===== src/bsem_pkg.sv =====
// Constants, types and helpers of the buffer status event mailbox
package bsem_pkg;
    localparam int NUM_PATHS = 4;
    localparam int DATA_W = 16;
    localparam int ADDR_W = 4;

    // Register offsets
    localparam logic [3:0] OFF_HEADER = 4'h0;
    localparam logic [3:0] OFF_CTRL = 4'h1;
    localparam logic [3:0] OFF_STATUS = 4'h2;
    localparam logic [3:0] OFF_ACK = 4'h3;
    localparam logic [3:0] OFF_LEN_BASE = 4'h4;
    localparam logic [3:0] OFF_ONLINE = 4'h8;
    localparam logic [3:0] OFF_STATREQ = 4'h9;

    // Field positions
    localparam int HDR_PATH_LSB = 6;
    localparam int HDR_CODE_LSB = 2;
    localparam int CTRL_FLAGS_LSB = 8;
    localparam int STATUS_FULL_BIT = 0;
    localparam int STATUS_INIT_BIT = 1;
    localparam int ACK_BIT = 0;
    localparam int SREQ_FORCE_BIT = 4;

    // Message codes
    localparam logic [3:0] CODE_PATH0 = 4'hF;
    localparam logic [3:0] CODE_PATHN = 4'hA;
    localparam logic [1:0] SRC_PATH0 = 2'h1;
    localparam logic [1:0] SRC_PATHN = 2'h0;
    localparam logic [7:0] EV_RX_OVF = 8'h1F;
    localparam logic [7:0] EV_TX_OVF = 8'h2F;
    localparam logic [3:0] INIT_FLAGS = 4'hF;
    localparam logic [7:0] GEN_HEADER = 8'h00;

    // Buffer cost of a message beyond its payload: header and control word
    localparam logic [16:0] MSG_OVERHEAD = 17'h00003;

    // Reset values
    localparam logic [15:0] MSG_LEN_RST = 16'h0000;
    localparam logic [3:0] ONLINE_RST = 4'h0;
    localparam logic [7:0] HEADER_RST = 8'h00;
    localparam logic [15:0] CTRL_RST = 16'h0000;

    typedef enum logic [2:0] {
        ST_WAIT_INIT = 3'b001,
        ST_IDLE = 3'b010,
        ST_FULL = 3'b100
    } bsem_state_t;

    // Locations one message of the given payload length takes
    function automatic logic [16:0] msg_cost(input logic [15:0] len);
        msg_cost = {1'b0, len} + MSG_OVERHEAD;
    endfunction : msg_cost

    // Header of a buffer specific event
    function automatic logic [7:0] spec_header(input logic [1:0] path);
        if (path == 2'h0) begin
            spec_header = {path, CODE_PATH0, SRC_PATH0};
        end else begin
            spec_header = {path, CODE_PATHN, SRC_PATHN};
        end
    endfunction : spec_header
endpackage : bsem_pkg


===== src/bsem_room_track.sv =====
// Per-path write buffer room tracker raising buffer-available triggers
`timescale 1ns/10ps
`default_nettype none
module bsem_room_track (
    // Clock and reset
    input wire logic i_clk,
    input wire logic i_rst_n,
    // Buffer state
    input wire logic [15:0] i_free,
    input wire logic [15:0] i_len,
    input wire logic i_online,
    input wire logic i_written,
    input wire logic i_force,
    // Trigger
    output var logic o_trig
);
    import bsem_pkg::*;

    logic room;
    logic room_r;
    logic room_nxt;
    logic trig_nxt;

    always_comb begin
        room = {1'b0, i_free} >= msg_cost(i_len);
        room_nxt = room;
        // Offline paths and full buffers never raise, so no stale request can appear
        trig_nxt = i_online & room & ((~room_r) | i_written | i_force);
    end

    always_ff @(posedge i_clk) begin
        if (!i_rst_n) begin
            room_r <= 1'b0;
            o_trig <= 1'b0;
        end else begin
            room_r <= room_nxt;
            o_trig <= trig_nxt;
        end
    end

    room_rise_a: assert property (@(posedge i_clk) disable iff (!i_rst_n)
        (i_online && !room_r && room) |=> o_trig) else $error("room rise not flagged");
    write_room_a: assert property (@(posedge i_clk) disable iff (!i_rst_n)
        (i_online && i_written && room) |=> o_trig) else $error("write with room not flagged");
    no_room_a: assert property (@(posedge i_clk) disable iff (!i_rst_n)
        o_trig |-> $past(room) && $past(i_online)) else $error("trigger without room or offline");
    steady_quiet_a: assert property (@(posedge i_clk) disable iff (!i_rst_n)
        (room_r && !i_written && !i_force) |=> !o_trig) else $error("repeat without trigger");
endmodule : bsem_room_track
`default_nettype wire


===== src/bsem_mailbox.sv =====
// Buffer status event mailbox: builds outgoing header and control word
//
// Operation
// - Each message costs its length plus three buffer locations.
// - Specific event code is 1111 for path 0, 1010 for paths 1 to 3.
// - One general buffer-available event for all buffers, header all zero.
// - General event flags sit in control bits 11..8; other control bits zero.
// - Flag a path only when online and its write buffer has room.
// - Raise general event when a buffer gains room for another message.
// - Raise general event when room remains right after a host write.
// - An unserviced request is not repeated without a new trigger.
// - Later events flag only freshly triggered buffers, never stale ones.
// - Host status request can produce an indication without a transition.
// - Force bit set produces indication for the named path's transmit buffer.
// - After initialization emit a general event with all four flags set.
// - Room left above message length after write gives immediate indication.
// - Room left below message length withholds indication until room returns.
`timescale 1ns/10ps
`default_nettype none
module bsem_mailbox (
    // Clock and reset
    input wire logic i_clk,
    input wire logic i_rst_n,
    // Register port
    input wire logic [bsem_pkg::ADDR_W-1:0] i_addr,
    input wire logic [bsem_pkg::DATA_W-1:0] i_wdata,
    input wire logic i_wr,
    input wire logic i_rd,
    output var logic [bsem_pkg::DATA_W-1:0] o_rdata,
    // Buffer control unit
    input wire logic i_init_done,
    input wire logic [bsem_pkg::NUM_PATHS-1:0] i_written,
    input wire logic [bsem_pkg::NUM_PATHS-1:0] i_rx_ovf,
    input wire logic [bsem_pkg::NUM_PATHS-1:0] i_tx_ovf,
    input wire logic [15:0] i_tx_free0,
    input wire logic [15:0] i_tx_free1,
    input wire logic [15:0] i_tx_free2,
    input wire logic [15:0] i_tx_free3,
    // Outgoing mailbox
    output var logic o_msg_ready,
    output var logic [7:0] o_header,
    output var logic [15:0] o_ctrl
);
    import bsem_pkg::*;

    // Lowest set path of a request vector
    function automatic logic [1:0] low_index(input logic [NUM_PATHS-1:0] v);
        low_index = 2'h0;
        for (int k = NUM_PATHS - 1; k >= 0; k--) begin
            if (v[k]) begin
                low_index = 2'(k);
            end
        end
    endfunction : low_index

    bsem_state_t state_r;
    bsem_state_t state_nxt;
    logic [7:0] hdr_r;
    logic [7:0] hdr_nxt;
    logic [15:0] ctrl_r;
    logic [15:0] ctrl_nxt;
    logic [3:0] pend_r;
    logic [3:0] pend_nxt;
    logic [3:0] rxovf_r;
    logic [3:0] rxovf_nxt;
    logic [3:0] txovf_r;
    logic [3:0] txovf_nxt;
    logic [3:0] take_gen;
    logic [3:0] take_rx;
    logic [3:0] take_tx;
    logic [1:0] sel;
    logic [15:0] len_r [NUM_PATHS];
    logic [15:0] len_nxt [NUM_PATHS];
    logic [3:0] online_r;
    logic [3:0] online_nxt;
    logic [15:0] rdata_r;
    logic [15:0] rdata_nxt;
    logic [3:0] force_vec;
    logic [3:0] trig_vec;
    logic ack_wr;
    logic [15:0] free_vec [NUM_PATHS];

    assign free_vec[0] = i_tx_free0;
    assign free_vec[1] = i_tx_free1;
    assign free_vec[2] = i_tx_free2;
    assign free_vec[3] = i_tx_free3;

    genvar g;
    generate
        for (g = 0; g < NUM_PATHS; g++) begin : g_track
            bsem_room_track u_track (
                .i_clk(i_clk),
                .i_rst_n(i_rst_n),
                .i_free(free_vec[g]),
                .i_len(len_r[g]),
                .i_online(online_r[g]),
                .i_written(i_written[g]),
                .i_force(force_vec[g]),
                .o_trig(trig_vec[g])
            );
        end
    endgenerate

    // Register writes and reads
    always_comb begin
        online_nxt = online_r;
        for (int k = 0; k < NUM_PATHS; k++) begin
            len_nxt[k] = len_r[k];
        end
        force_vec = 4'h0;
        ack_wr = 1'b0;
        rdata_nxt = 16'h0000;
        if (i_wr) begin
            if (i_addr[3:2] == OFF_LEN_BASE[3:2]) begin
                len_nxt[i_addr[1:0]] = i_wdata;
            end
            if (i_addr == OFF_ONLINE) begin
                online_nxt = i_wdata[3:0];
            end
            if (i_addr == OFF_STATREQ && i_wdata[SREQ_FORCE_BIT]) begin
                force_vec[i_wdata[1:0]] = 1'b1;
            end
            if (i_addr == OFF_ACK) begin
                ack_wr = i_wdata[ACK_BIT];
            end
        end
        if (i_rd) begin
            if (i_addr[3:2] == OFF_LEN_BASE[3:2]) begin
                rdata_nxt = len_r[i_addr[1:0]];
            end else begin
                unique case (i_addr)
                    OFF_HEADER: rdata_nxt = {8'h00, hdr_r};
                    OFF_CTRL: rdata_nxt = ctrl_r;
                    OFF_STATUS: begin
                        rdata_nxt[STATUS_FULL_BIT] = state_r == ST_FULL;
                        rdata_nxt[STATUS_INIT_BIT] = state_r == ST_WAIT_INIT;
                    end
                    OFF_ONLINE: rdata_nxt = {12'h000, online_r};
                    default: rdata_nxt = 16'h0000;
                endcase
            end
        end
    end

    always_ff @(posedge i_clk) begin
        if (!i_rst_n) begin
            online_r <= ONLINE_RST;
            for (int k = 0; k < NUM_PATHS; k++) begin
                len_r[k] <= MSG_LEN_RST;
            end
            rdata_r <= 16'h0000;
        end else begin
            online_r <= online_nxt;
            for (int k = 0; k < NUM_PATHS; k++) begin
                len_r[k] <= len_nxt[k];
            end
            rdata_r <= rdata_nxt;
        end
    end

    // Mailbox loading; overflow events go first since they report lost data
    always_comb begin
        state_nxt = state_r;
        hdr_nxt = hdr_r;
        ctrl_nxt = ctrl_r;
        take_gen = 4'h0;
        take_rx = 4'h0;
        take_tx = 4'h0;
        sel = 2'h0;
        unique case (state_r)
            ST_WAIT_INIT: begin
                if (i_init_done) begin
                    hdr_nxt = GEN_HEADER;
                    ctrl_nxt = {4'h0, INIT_FLAGS, 8'h00};
                    state_nxt = ST_FULL;
                end
            end
            ST_IDLE: begin
                if (|rxovf_r) begin
                    sel = low_index(rxovf_r);
                    take_rx[sel] = 1'b1;
                    hdr_nxt = spec_header(sel);
                    ctrl_nxt = {EV_RX_OVF, 8'h00};
                    state_nxt = ST_FULL;
                end else if (|txovf_r) begin
                    sel = low_index(txovf_r);
                    take_tx[sel] = 1'b1;
                    hdr_nxt = spec_header(sel);
                    ctrl_nxt = {EV_TX_OVF, 8'h00};
                    state_nxt = ST_FULL;
                end else if (|pend_r) begin
                    take_gen = pend_r;
                    hdr_nxt = GEN_HEADER;
                    ctrl_nxt = {4'h0, pend_r, 8'h00};
                    state_nxt = ST_FULL;
                end
            end
            ST_FULL: begin
                if (ack_wr) begin
                    state_nxt = ST_IDLE;
                end
            end
        endcase
        // Sent flags are dropped at once, so stale paths never reappear; a new trigger wins
        pend_nxt = (pend_r & ~take_gen) | trig_vec;
        rxovf_nxt = (rxovf_r & ~take_rx) | i_rx_ovf;
        txovf_nxt = (txovf_r & ~take_tx) | i_tx_ovf;
    end

    always_ff @(posedge i_clk) begin
        if (!i_rst_n) begin
            state_r <= ST_WAIT_INIT;
            hdr_r <= HEADER_RST;
            ctrl_r <= CTRL_RST;
            pend_r <= 4'h0;
            rxovf_r <= 4'h0;
            txovf_r <= 4'h0;
        end else begin
            state_r <= state_nxt;
            hdr_r <= hdr_nxt;
            ctrl_r <= ctrl_nxt;
            pend_r <= pend_nxt;
            rxovf_r <= rxovf_nxt;
            txovf_r <= txovf_nxt;
        end
    end

    assign o_rdata = rdata_r;
    assign o_msg_ready = state_r[2];
    assign o_header = hdr_r;
    assign o_ctrl = ctrl_r;

    init_flags_a: assert property (@(posedge i_clk) disable iff (!i_rst_n)
        (state_r == ST_WAIT_INIT && i_init_done) |=> (o_ctrl == 16'h0F00 && o_header == 8'h00 && o_msg_ready))
        else $error("initial event wrong");
    gen_header_a: assert property (@(posedge i_clk) disable iff (!i_rst_n)
        (state_r == ST_IDLE && rxovf_r == 4'h0 && txovf_r == 4'h0 && pend_r != 4'h0) |=> (o_header == 8'h00))
        else $error("general header not zero");
    gen_ctrl_a: assert property (@(posedge i_clk) disable iff (!i_rst_n)
        (o_msg_ready && o_header == 8'h00) |-> (o_ctrl[15:12] == 4'h0 && o_ctrl[7:0] == 8'h00))
        else $error("general control bits not zero");
    path0_code_a: assert property (@(posedge i_clk) disable iff (!i_rst_n)
        (state_r == ST_IDLE && rxovf_r[0]) |=> (o_header == 8'h3D && o_ctrl == 16'h1F00))
        else $error("path 0 event code wrong");
    pathn_code_a: assert property (@(posedge i_clk) disable iff (!i_rst_n)
        (o_msg_ready && o_header[7:6] != 2'h0 && o_header != 8'h00) |-> (o_header[5:2] == 4'hA && o_ctrl[7:0] == 8'h00))
        else $error("path 1-3 event code wrong");
    fresh_flag_a: assert property (@(posedge i_clk) disable iff (!i_rst_n)
        ($rose(o_msg_ready) && $past(state_r) == ST_IDLE && o_header == 8'h00) |-> (o_ctrl[11:8] == $past(pend_r)))
        else $error("flags not the fresh triggers");
    no_repeat_a: assert property (@(posedge i_clk) disable iff (!i_rst_n)
        (!pend_r[1] && !trig_vec[1]) |=> !pend_r[1]) else $error("request repeated without trigger");
    force_path_a: assert property (@(posedge i_clk) disable iff (!i_rst_n)
        (i_wr && i_addr == OFF_STATREQ && i_wdata[4] && i_wdata[1:0] == 2'h2 && online_r[2] && trig_vec == 4'h0
         && {1'b0, i_tx_free2} >= msg_cost(len_r[2])) |=> ##1 pend_r[2])
        else $error("forced indication missing");
    read_lat_a: assert property (@(posedge i_clk) disable iff (!i_rst_n)
        (i_rd && i_addr == OFF_CTRL) |=> (o_rdata == $past(ctrl_r))) else $error("control readback wrong");

    init_cov: cover property (@(posedge i_clk) disable iff (!i_rst_n) $rose(o_msg_ready) && o_ctrl == 16'h0F00);
    gen_cov: cover property (@(posedge i_clk) disable iff (!i_rst_n)
        $rose(o_msg_ready) && $past(state_r) == ST_IDLE && o_header == 8'h00);
    ovf_cov: cover property (@(posedge i_clk) disable iff (!i_rst_n) $rose(o_msg_ready) && o_ctrl == 16'h2F00);
    multi_cov: cover property (@(posedge i_clk) disable iff (!i_rst_n) o_msg_ready && o_ctrl[11:8] == 4'h6);
endmodule : bsem_mailbox
`default_nettype wire


===== config.mk =====
export PLATFORM = sky130hd
export DESIGN_NAME = bsem_mailbox
export DESIGN_NICKNAME = d
export VERILOG_FILES = /design/src/bsem_pkg.sv /design/src/bsem_room_track.sv /design/src/bsem_mailbox.sv
export SDC_FILE = /design/constraint.sdc
export NUM_CORES = 1
export LEC_CHECK = 0
export BUFFER_PORTS_ARGS = -buffer_cell sky130_fd_sc_hd__buf_2
export CAP_MARGIN = 20
export CORE_UTILIZATION = 35
export DETAILED_ROUTE_END_ITERATION = 8
export PLACE_DENSITY = 0.67
export SYNTH_ARGS = -nofsm -noshare
export SYNTH_HDL_FRONTEND = slang
export SYNTH_HIERARCHICAL = 1
export SYNTH_SLANG_ARGS = --single-unit

===== constraint.sdc =====
create_clock -name i_clk -period 3.7 [get_ports i_clk]
set_input_delay 0.555 -clock i_clk [delete_from_list [all_inputs] [get_ports i_clk]]
set_output_delay 0.555 -clock i_clk [all_outputs]
set_load 0.1 [all_outputs]

==> impl_summary.txt, run 1 <==
----------------------------------------------------
[Outcome]
  Outcome ... finished, final reports clean

[Synth]
  Cell type contributing the most total cell area after synthesis ... sky130_fd_sc_hd__dfxtp_1
  Share of synthesized registers carrying an async set or reset ... 0
  Most used flip-flop cell after synthesis ... sky130_fd_sc_hd__dfxtp_1
  Distinct cell type count after synthesis ... 70
  Proportion of synthesized chip area in sequential cells ... 0.307
  Count of yosys warnings during synthesis ... 6
  Top cells by instance count after synthesis ... 117 x sky130_fd_sc_hd__dfxtp_1, 115 x sky130_fd_sc_hd__nand2_1, 70 x sky130_fd_sc_hd__nor2_1, 68 x sky130_fd_sc_hd__ha_1, 37 x sky130_fd_sc_hd__mux2i_1
  Number of synthesized register bits ... 117
  Mapped cell area ... 0.00763 mm2
  Dominant cells by area after synthesis ... sky130_fd_sc_hd__dfxtp_1 31%, sky130_fd_sc_hd__ha_1 11%, sky130_fd_sc_hd__nand2_1 5.7%, sky130_fd_sc_hd__mux2i_1 4.9%, sky130_fd_sc_hd__mux4_2 4.7%
  Area fraction of the dominant cell type after synthesis ... 0.307
  Post-synthesis instance total ... 849
  Count leader, synth ... sky130_fd_sc_hd__dfxtp_1
  Number of synthesized flops with an enable pin ... 0
  Post-Syn Area per Cell ... 8.99 um2

[Drt]
  Number of remaining DRC errors ... 0
  First DRT Iteration DRCs ... 484
  Detailed-route via count ... 6560
  Pre-Repair DR Iteration Count ... 5
  Vias per std cell ... 5.24
  Routed Wire Length ... 21400 um
  Routed len/inst ... 17.1 um
  Final ANT Viol Nets ... 0

[Timing]
  Final clock period utilization by the worst path ... 0.780
  Total Negative Setup Slacks ... 0 ps
  Worst slack on hold paths ... 341 ps
  Post-route clock skew ... 7.00 ps
  Final hold violation count ... 0
  Slew margin rel. ... 0.383
  Finish-stage setup viols ... 0
  Total count of max-transition violations in the final report ... 0
  Post-layout minimum cycle time ... 2890 ps
  Transition time at the pin with the least slew margin ... 924 ps
  Setup repair after global routing missed its margin ... no
  Maximum clock rate ... 0.347 GHz

[Global routing]
  GRT Overall Usage ... 0.198
  Antenna violations before repair ... 0
  Residual overflow from global routing ... 0
  Via count of the first global-routing pass ... 6219
  First-pass GRT wire length ... 33500 um
  Pin count of the biggest net entering global routing ... 48

[Clock network]
  Clock insertion delay at the later pin of the skew report ... 420 ps
  Clk pin slew, worst setup/hold paths ... 60 ps
  Number of gates resized after cts ... 0
  Post-CTS Setup Bufs ... 0
  Clock tree sinks ... 117
  Clock tree from TritonCTS ... built
  Cts hold-fix bufs ... 0
  Depth of the CTS H-tree ... 4
  Root buffer cell ... sky130_fd_sc_hd__clkbuf_16
  TritonCTS Buffers ... 17
  Maximum count of clock buffers along a single path ... 2

[Critical path]
  CP most frequent cell ... sky130_fd_sc_hd__ha_1
  Crit path kind ... register to register
  Peak fanout along the critical path ... 5
  CP Cell Sequence ... inv_1 -> ha_1 -> or3_1 -> nor2_1 -> xnor2_1 -> ha_1 -> a21o_1 -> a221o_1 -> o311a_1 -> and3_1
  CP startpoint kind ... register
  Critical Path Max Stage Delay ... 470 ps
  Endpoint class of the critical path ... register
  Crit path max-delay cell type ... sky130_fd_sc_hd__or3_1
  Arrival @ worst endpoint ... 3200 ps
  Crit path required time ... 4020 ps

[Layout]
  Area Growth Syn to Fin ... 18.0%
  # diodes ... 0
  Area taken by flip-flops and latches ... 0.00234 mm2
  Fin area ... 0.00901 mm2
  Fraction of layout cells with a size suffix above 1 ... 0.228
  Final net count ... 1135
  Util after Layout ... 0.425
  Area occupied by multi-input gates ... 0.00496 mm2
  Number of cells in the finished layout apart from fillers ... 1253
  Layout fillers ... 2124

[Place]
  Instance area after placement ... 0.00844 mm2
  Placed wire-length estimate after detailed placement ... 16800 um
  Quantity of I/O buffers inserted on ports ... 130
  Final weighted congestion in routability-driven placement ... 0.893
  Inst Count DP ... 1222

[Floorplan]
  Area of the core ... 0.0212 mm2
  Number of cell rows ... 53
  Y dimension of the die ... 150 um
  Top-level port count ... 142
  Initial core utilization ... 0.360
  Width of the die ... 150 um
  Area of the die ... 0.0224 mm2

[Power and ir drop]
  Worst IR drop on VDD ... 250 uV
  Pwr dens ... 376 mW/mm2
  Leakage power total ... 3.41 nW

[Min path]
  Worst min path class ... input pin to register

[Run]
  # Max-Cap Violations ... 0

----------------------------------------------------
through the flow:
| step | total power, W | setup WS (ps) |
|---|---|---|
| floorplan | 0.00168 | 963 |
| global placement | 0.00181 | 879 |
| global route | 0.00352 | 633 |
| CTS | 0.00341 | 822 |
| detailed placement | 0.00182 | 836 |
| finish | 0.00339 | 815 |
state kept, by name (all words and copies together), names as in the netlist:
register                count
g_track.u_track/o_trig      4
g_track.u_track/room_r      4
len_r                      64
o_ctrl                      6
o_header                    4
o_rdata                    16
online_r                    4
pend_r                      4
rxovf_r                     4
state_r                     3
txovf_r                     4
per-layer routing:
metal / vias up / global-route usage / wire (um)
li1: 3232 / - / -
met5: - / 0 / 0
met1: 3073 / 0.265 / 9980
met4: 0 / 0.0914 / 738
met3: 39 / 0.0363 / 1110
met2: 216 / 0.306 / 9560
path summary, 6_finish.rpt:
path                              from                        end  slack (ps)  cells after the start
max                        len_r[3][0]  g_track[3].u_track/o_trig         810                     10
min reg2reg  g_track[1].u_track/o_trig                  pend_r[1]         470                      2
max reg2reg                len_r[3][0]  g_track[3].u_track/o_trig         810                     10
min                        i_tx_ovf[2]                 txovf_r[2]         340                      2
cell type report:
| cell class | instances | area share |
|---|---|---|
| clock buffer | 18 | 0.0487 |
| tap | 275 | 0.0382 |
| timing repair buffer | 136 | 0.0772 |
| inverter | 25 | 0.0104 |
| multi-input combinational | 669 | 0.550 |
| sequential | 117 | 0.260 |
| clock inverter | 13 | 0.0150 |
kinds of logic after synthesis:
logic type	count (synthesis)	share of synthesized area
DFF	117	0.307
AOI/OAI and AO/OA	149	0.139
xor gates and xnor gates	56	0.0643
adders and majority gates	68	0.111
buffers and inverters	73	0.0490
other	1	0.000491
and+or+nand+nor	332	0.233
muxes	53	0.0957
report_power, final:
group	internal (W)	total, W	switching, W	leakage, nW
logic	0.000163	0.000459	0.000297	2.19
clock network	0.000998	0.00160	0.000600	0.270
registers	0.00129	0.00133	0.0000409	0.949
total	0.00245	0.00339	0.000937	3.41
worst max-delay path, delay by kind of cell (launching register included):
kind	cells	cell delay, ps
buffers and inverters	1	90
AO/OA/AOI/OAI	3	870
adder cells (fa/ha/maj)	2	500
flip-flops	1	380
XOR/XNOR	1	140
AND/OR/NAND/NOR	3	810
cells in the final DEF (no fill, tap or decap), types with 11 or more instances in the layout:
cell type / netlist / layout
sky130_fd_sc_hd__clkbuf_16: 0 / 17
sky130_fd_sc_hd__a21oi_1: 30 / 30
sky130_fd_sc_hd__nor2b_1: 34 / 34
sky130_fd_sc_hd__mux2i_1: 37 / 37
sky130_fd_sc_hd__conb_1: 1 / 11
sky130_fd_sc_hd__ha_1: 68 / 68
sky130_fd_sc_hd__mux4_2: 16 / 16
sky130_fd_sc_hd__xor2_1: 33 / 33
sky130_fd_sc_hd__inv_1: 25 / 25
sky130_fd_sc_hd__a21boi_0: 32 / 32
sky130_fd_sc_hd__nand4_1: 23 / 23
sky130_fd_sc_hd__nand2_1: 115 / 115
sky130_fd_sc_hd__xnor2_1: 23 / 23
sky130_fd_sc_hd__o21ai_0: 20 / 20
sky130_fd_sc_hd__nand3_1: 21 / 21
sky130_fd_sc_hd__dfxtp_1: 117 / 117
sky130_fd_sc_hd__nor2_1: 70 / 70
sky130_fd_sc_hd__buf_2: 15 / 130
Power figures use the tool's default switching activity.
==> inputs of run 2 (changes only) <==
PLACE_DENSITY = 0.69   (was 0.67)
clock period = 2.45 ns   (was 3.7 ns; I/O delays follow)
==> impl_summary.txt, run 2 (synthesized netlist as in run 1, its figures left out) <==
----------------------------------------------------
[Clock network]
  Clock tree sinks ... 117
  Maximum count of clock buffers along a single path ... 2
  Root buffer cell ... sky130_fd_sc_hd__clkbuf_16
  Clk pin slew, worst setup/hold paths ... 50 ps
  Depth of the CTS H-tree ... 4
  Clock tree from TritonCTS ... built
  TritonCTS Buffers ... 17
  Clock insertion delay at the later pin of the skew report ... 410 ps

[Drt]
  Routed len/inst ... 16.9 um
  Vias per std cell ... 5.13
  First DRT Iteration DRCs ... 466
  Pre-Repair DR Iteration Count ... 5
  Number of remaining DRC errors ... 0
  Detailed-route via count ... 6877
  Routed Wire Length ... 22700 um
  Final ANT Viol Nets ... 0

[Layout]
  Most used cells in the layout excluding fill and tap cells ... 130 x sky130_fd_sc_hd__buf_2, 113 x sky130_fd_sc_hd__nand2_1, 105 x sky130_fd_sc_hd__dfxtp_1, 95 x sky130_fd_sc_hd__buf_4
  Fin area ... 0.00989 mm2
  # diodes ... 0
  Final net count ... 1225
  Area occupied by multi-input gates ... 0.00514 mm2
  Area taken by flip-flops and latches ... 0.00236 mm2
  Number of cells in the finished layout apart from fillers ... 1341
  Most common library cell in the layout ignoring fill and taps ... sky130_fd_sc_hd__buf_2
  Max reg flops ... 64
  Area Growth Syn to Fin ... 29.5%
  Util after Layout ... 0.466
  Most flop-heavy register ... len_r
  Layout fillers ... 2070
  Fraction of layout cells with a size suffix above 1 ... 0.330

[Timing]
  Transition time at the pin with the least slew margin ... 627 ps
  Final hold violation count ... 0
  Slew margin rel. ... 0.578
  Finish-stage setup viols ... 4
  Final clock period utilization by the worst path ... 1.06
  Setup repair after global routing missed its margin ... yes
  Maximum clock rate ... 0.385 GHz
  Minimum setup slack in the final design ... -146 ps
  Post-layout minimum cycle time ... 2600 ps
  Post-route clock skew ... 11.6 ps
  Total count of max-transition violations in the final report ... 0

[Place]
  Final weighted congestion in routability-driven placement ... 0.860
  Instance area after placement ... 0.00911 mm2
  Inst Count DP ... 1302
  Worst setup timing slack at the placement stage ... -206 ps
  Quantity of I/O buffers inserted on ports ... 130
  Placed wire-length estimate after detailed placement ... 18000 um

[Min path]
  End point of the worst hold path ... rxovf_r[2]
  Worst min path class ... input pin to register
  Hold Startpoint ... i_rx_ovf[2]
  Hold Path Depth ... 2

[Power and ir drop]
  Leakage power total ... 3.93 nW
  Pwr dens ... 526 mW/mm2
  Worst IR drop on VDD ... 350 uV

[Critical path]
  CP startpoint kind ... register
  Crit path max-delay cell type ... sky130_fd_sc_hd__dfxtp_4
  Endpoint class of the critical path ... register
  Count of buffering cells on the critical path with inverters included ... 2
  Crit path required time ... 2750 ps
  Critical Path Max Stage Delay ... 340 ps
  Critical register-to-register path startpoint ... len_r[3][4]
  Crit path kind ... register to register
  CP Cell Sequence ... nand4_1 -> buf_4 -> nor3_4 -> buf_6 -> nand4_1 -> xnor2_1 -> ha_1 -> nand3_2 -> nor2_2 -> a221o_1 -> o311a_1 -> and3_1
  Endpoint of the worst-slack reg-to-reg timing path ... g_track[3].u_track/o_trig
  Worst reg2reg path depth ... 12
  Worst reg2reg setup slack ... -150 ps
  Peak fanout along the critical path ... 4
  Arrival @ worst endpoint ... 2900 ps
  CP most frequent cell ... sky130_fd_sc_hd__nand4_1
  Top cell family by delay on the critical path ... simple AND/OR/NAND/NOR gates

[Floorplan]
  Initial core utilization ... 0.360
  Y dimension of the die ... 150 um
  Width of the die ... 150 um
  Number of cell rows ... 53
  Top-level port count ... 142
  Area of the die ... 0.0224 mm2
  Area of the core ... 0.0212 mm2

[Outcome]
  Violated checks ... setup timing
  Outcome ... finished with violations

[Global routing]
  GRT Overall Usage ... 0.211
  Antenna violations before repair ... 0
  Via count of the first global-routing pass ... 6802
  First-pass GRT wire length ... 36000 um
  Residual overflow from global routing ... 0
  Pin count of the biggest net entering global routing ... 55

[Run]
  # Max-Cap Violations ... 0

----------------------------------------------------
==> run 2: worst register-to-register path, delay by kind of cell, from the launching register on <==
kind	cells	cell delay, ps
compound gates	2	640
simple gates	6	700
buf+inv	2	300
xor+xnor	1	240
fa+ha+maj	1	290
flops	1	340
==> run 2: power breakdown <==
part | switching (W) | leakage (nW) | internal (W) | total [W]
registers | 0.0000501 | 0.956 | 0.00195 | 0.00200
clock network | 0.000812 | 0.280 | 0.00163 | 0.00244
logic | 0.000477 | 2.70 | 0.000284 | 0.000761
==> run 2: what timing repair did <==
item	4_1_cts	5_1_grt
setup endpoints to repair	8	8
buffers inserted	5	5
resized for setup	6	22
pin swaps	12	18
hold buffers	0	0
==> run 2: final cells by class <==
class	count	share of cell area
Clock inverter	5	0.0101
Multi-Input combinational cell	669	0.520
Tap cell	275	0.0348
Clock buffer	24	0.0477
Timing Repair Buffer	226	0.139
Inverter	25	0.00949
Sequential cell	117	0.239
==> run 2: per-stage QoR <==
stage | power (W) | setup TNS, ps | hold WS (ps)
floorplan | 0.00254 | -359 | 413
global placement | 0.00276 | -295 | 465
detailed placement | 0.00277 | -677 | 476
CTS | 0.00521 | -290 | 159
global route | 0.00539 | -1160 | 157
finish | 0.00520 | -252 | 167
==> run 2: worst max-delay path by stage <==
| stage | start | to | slack, ps | depth (start not counted) |
|---|---|---|---|---|
| final | len_r[3][4] | g_track[3].u_track/o_trig | -150 | 12 |
| after global routing | len_r[3][4] | g_track[3].u_track/o_trig | -290 | 12 |
| after CTS | len_r[3][3] | g_track[3].u_track/o_trig | -150 | 12 |
| after detailed placement | len_r[3][1] | g_track[3].u_track/o_trig | -210 | 12 |
| after global placement | len_r[3][0] | g_track[3].u_track/o_trig | -140 | 12 |
| after floorplan | len_r[3][0] | g_track[3].u_track/o_trig | -90 | 13 |
==> run 2: routing by layer <==
metal  vias up  global-route usage  part of all wire
met4         0              0.0848             0.033
li1       3421                   -                 -
met5         -                   0                 0
met2       230               0.344              0.46
met3        45              0.0387             0.055
met1      3181               0.274              0.45
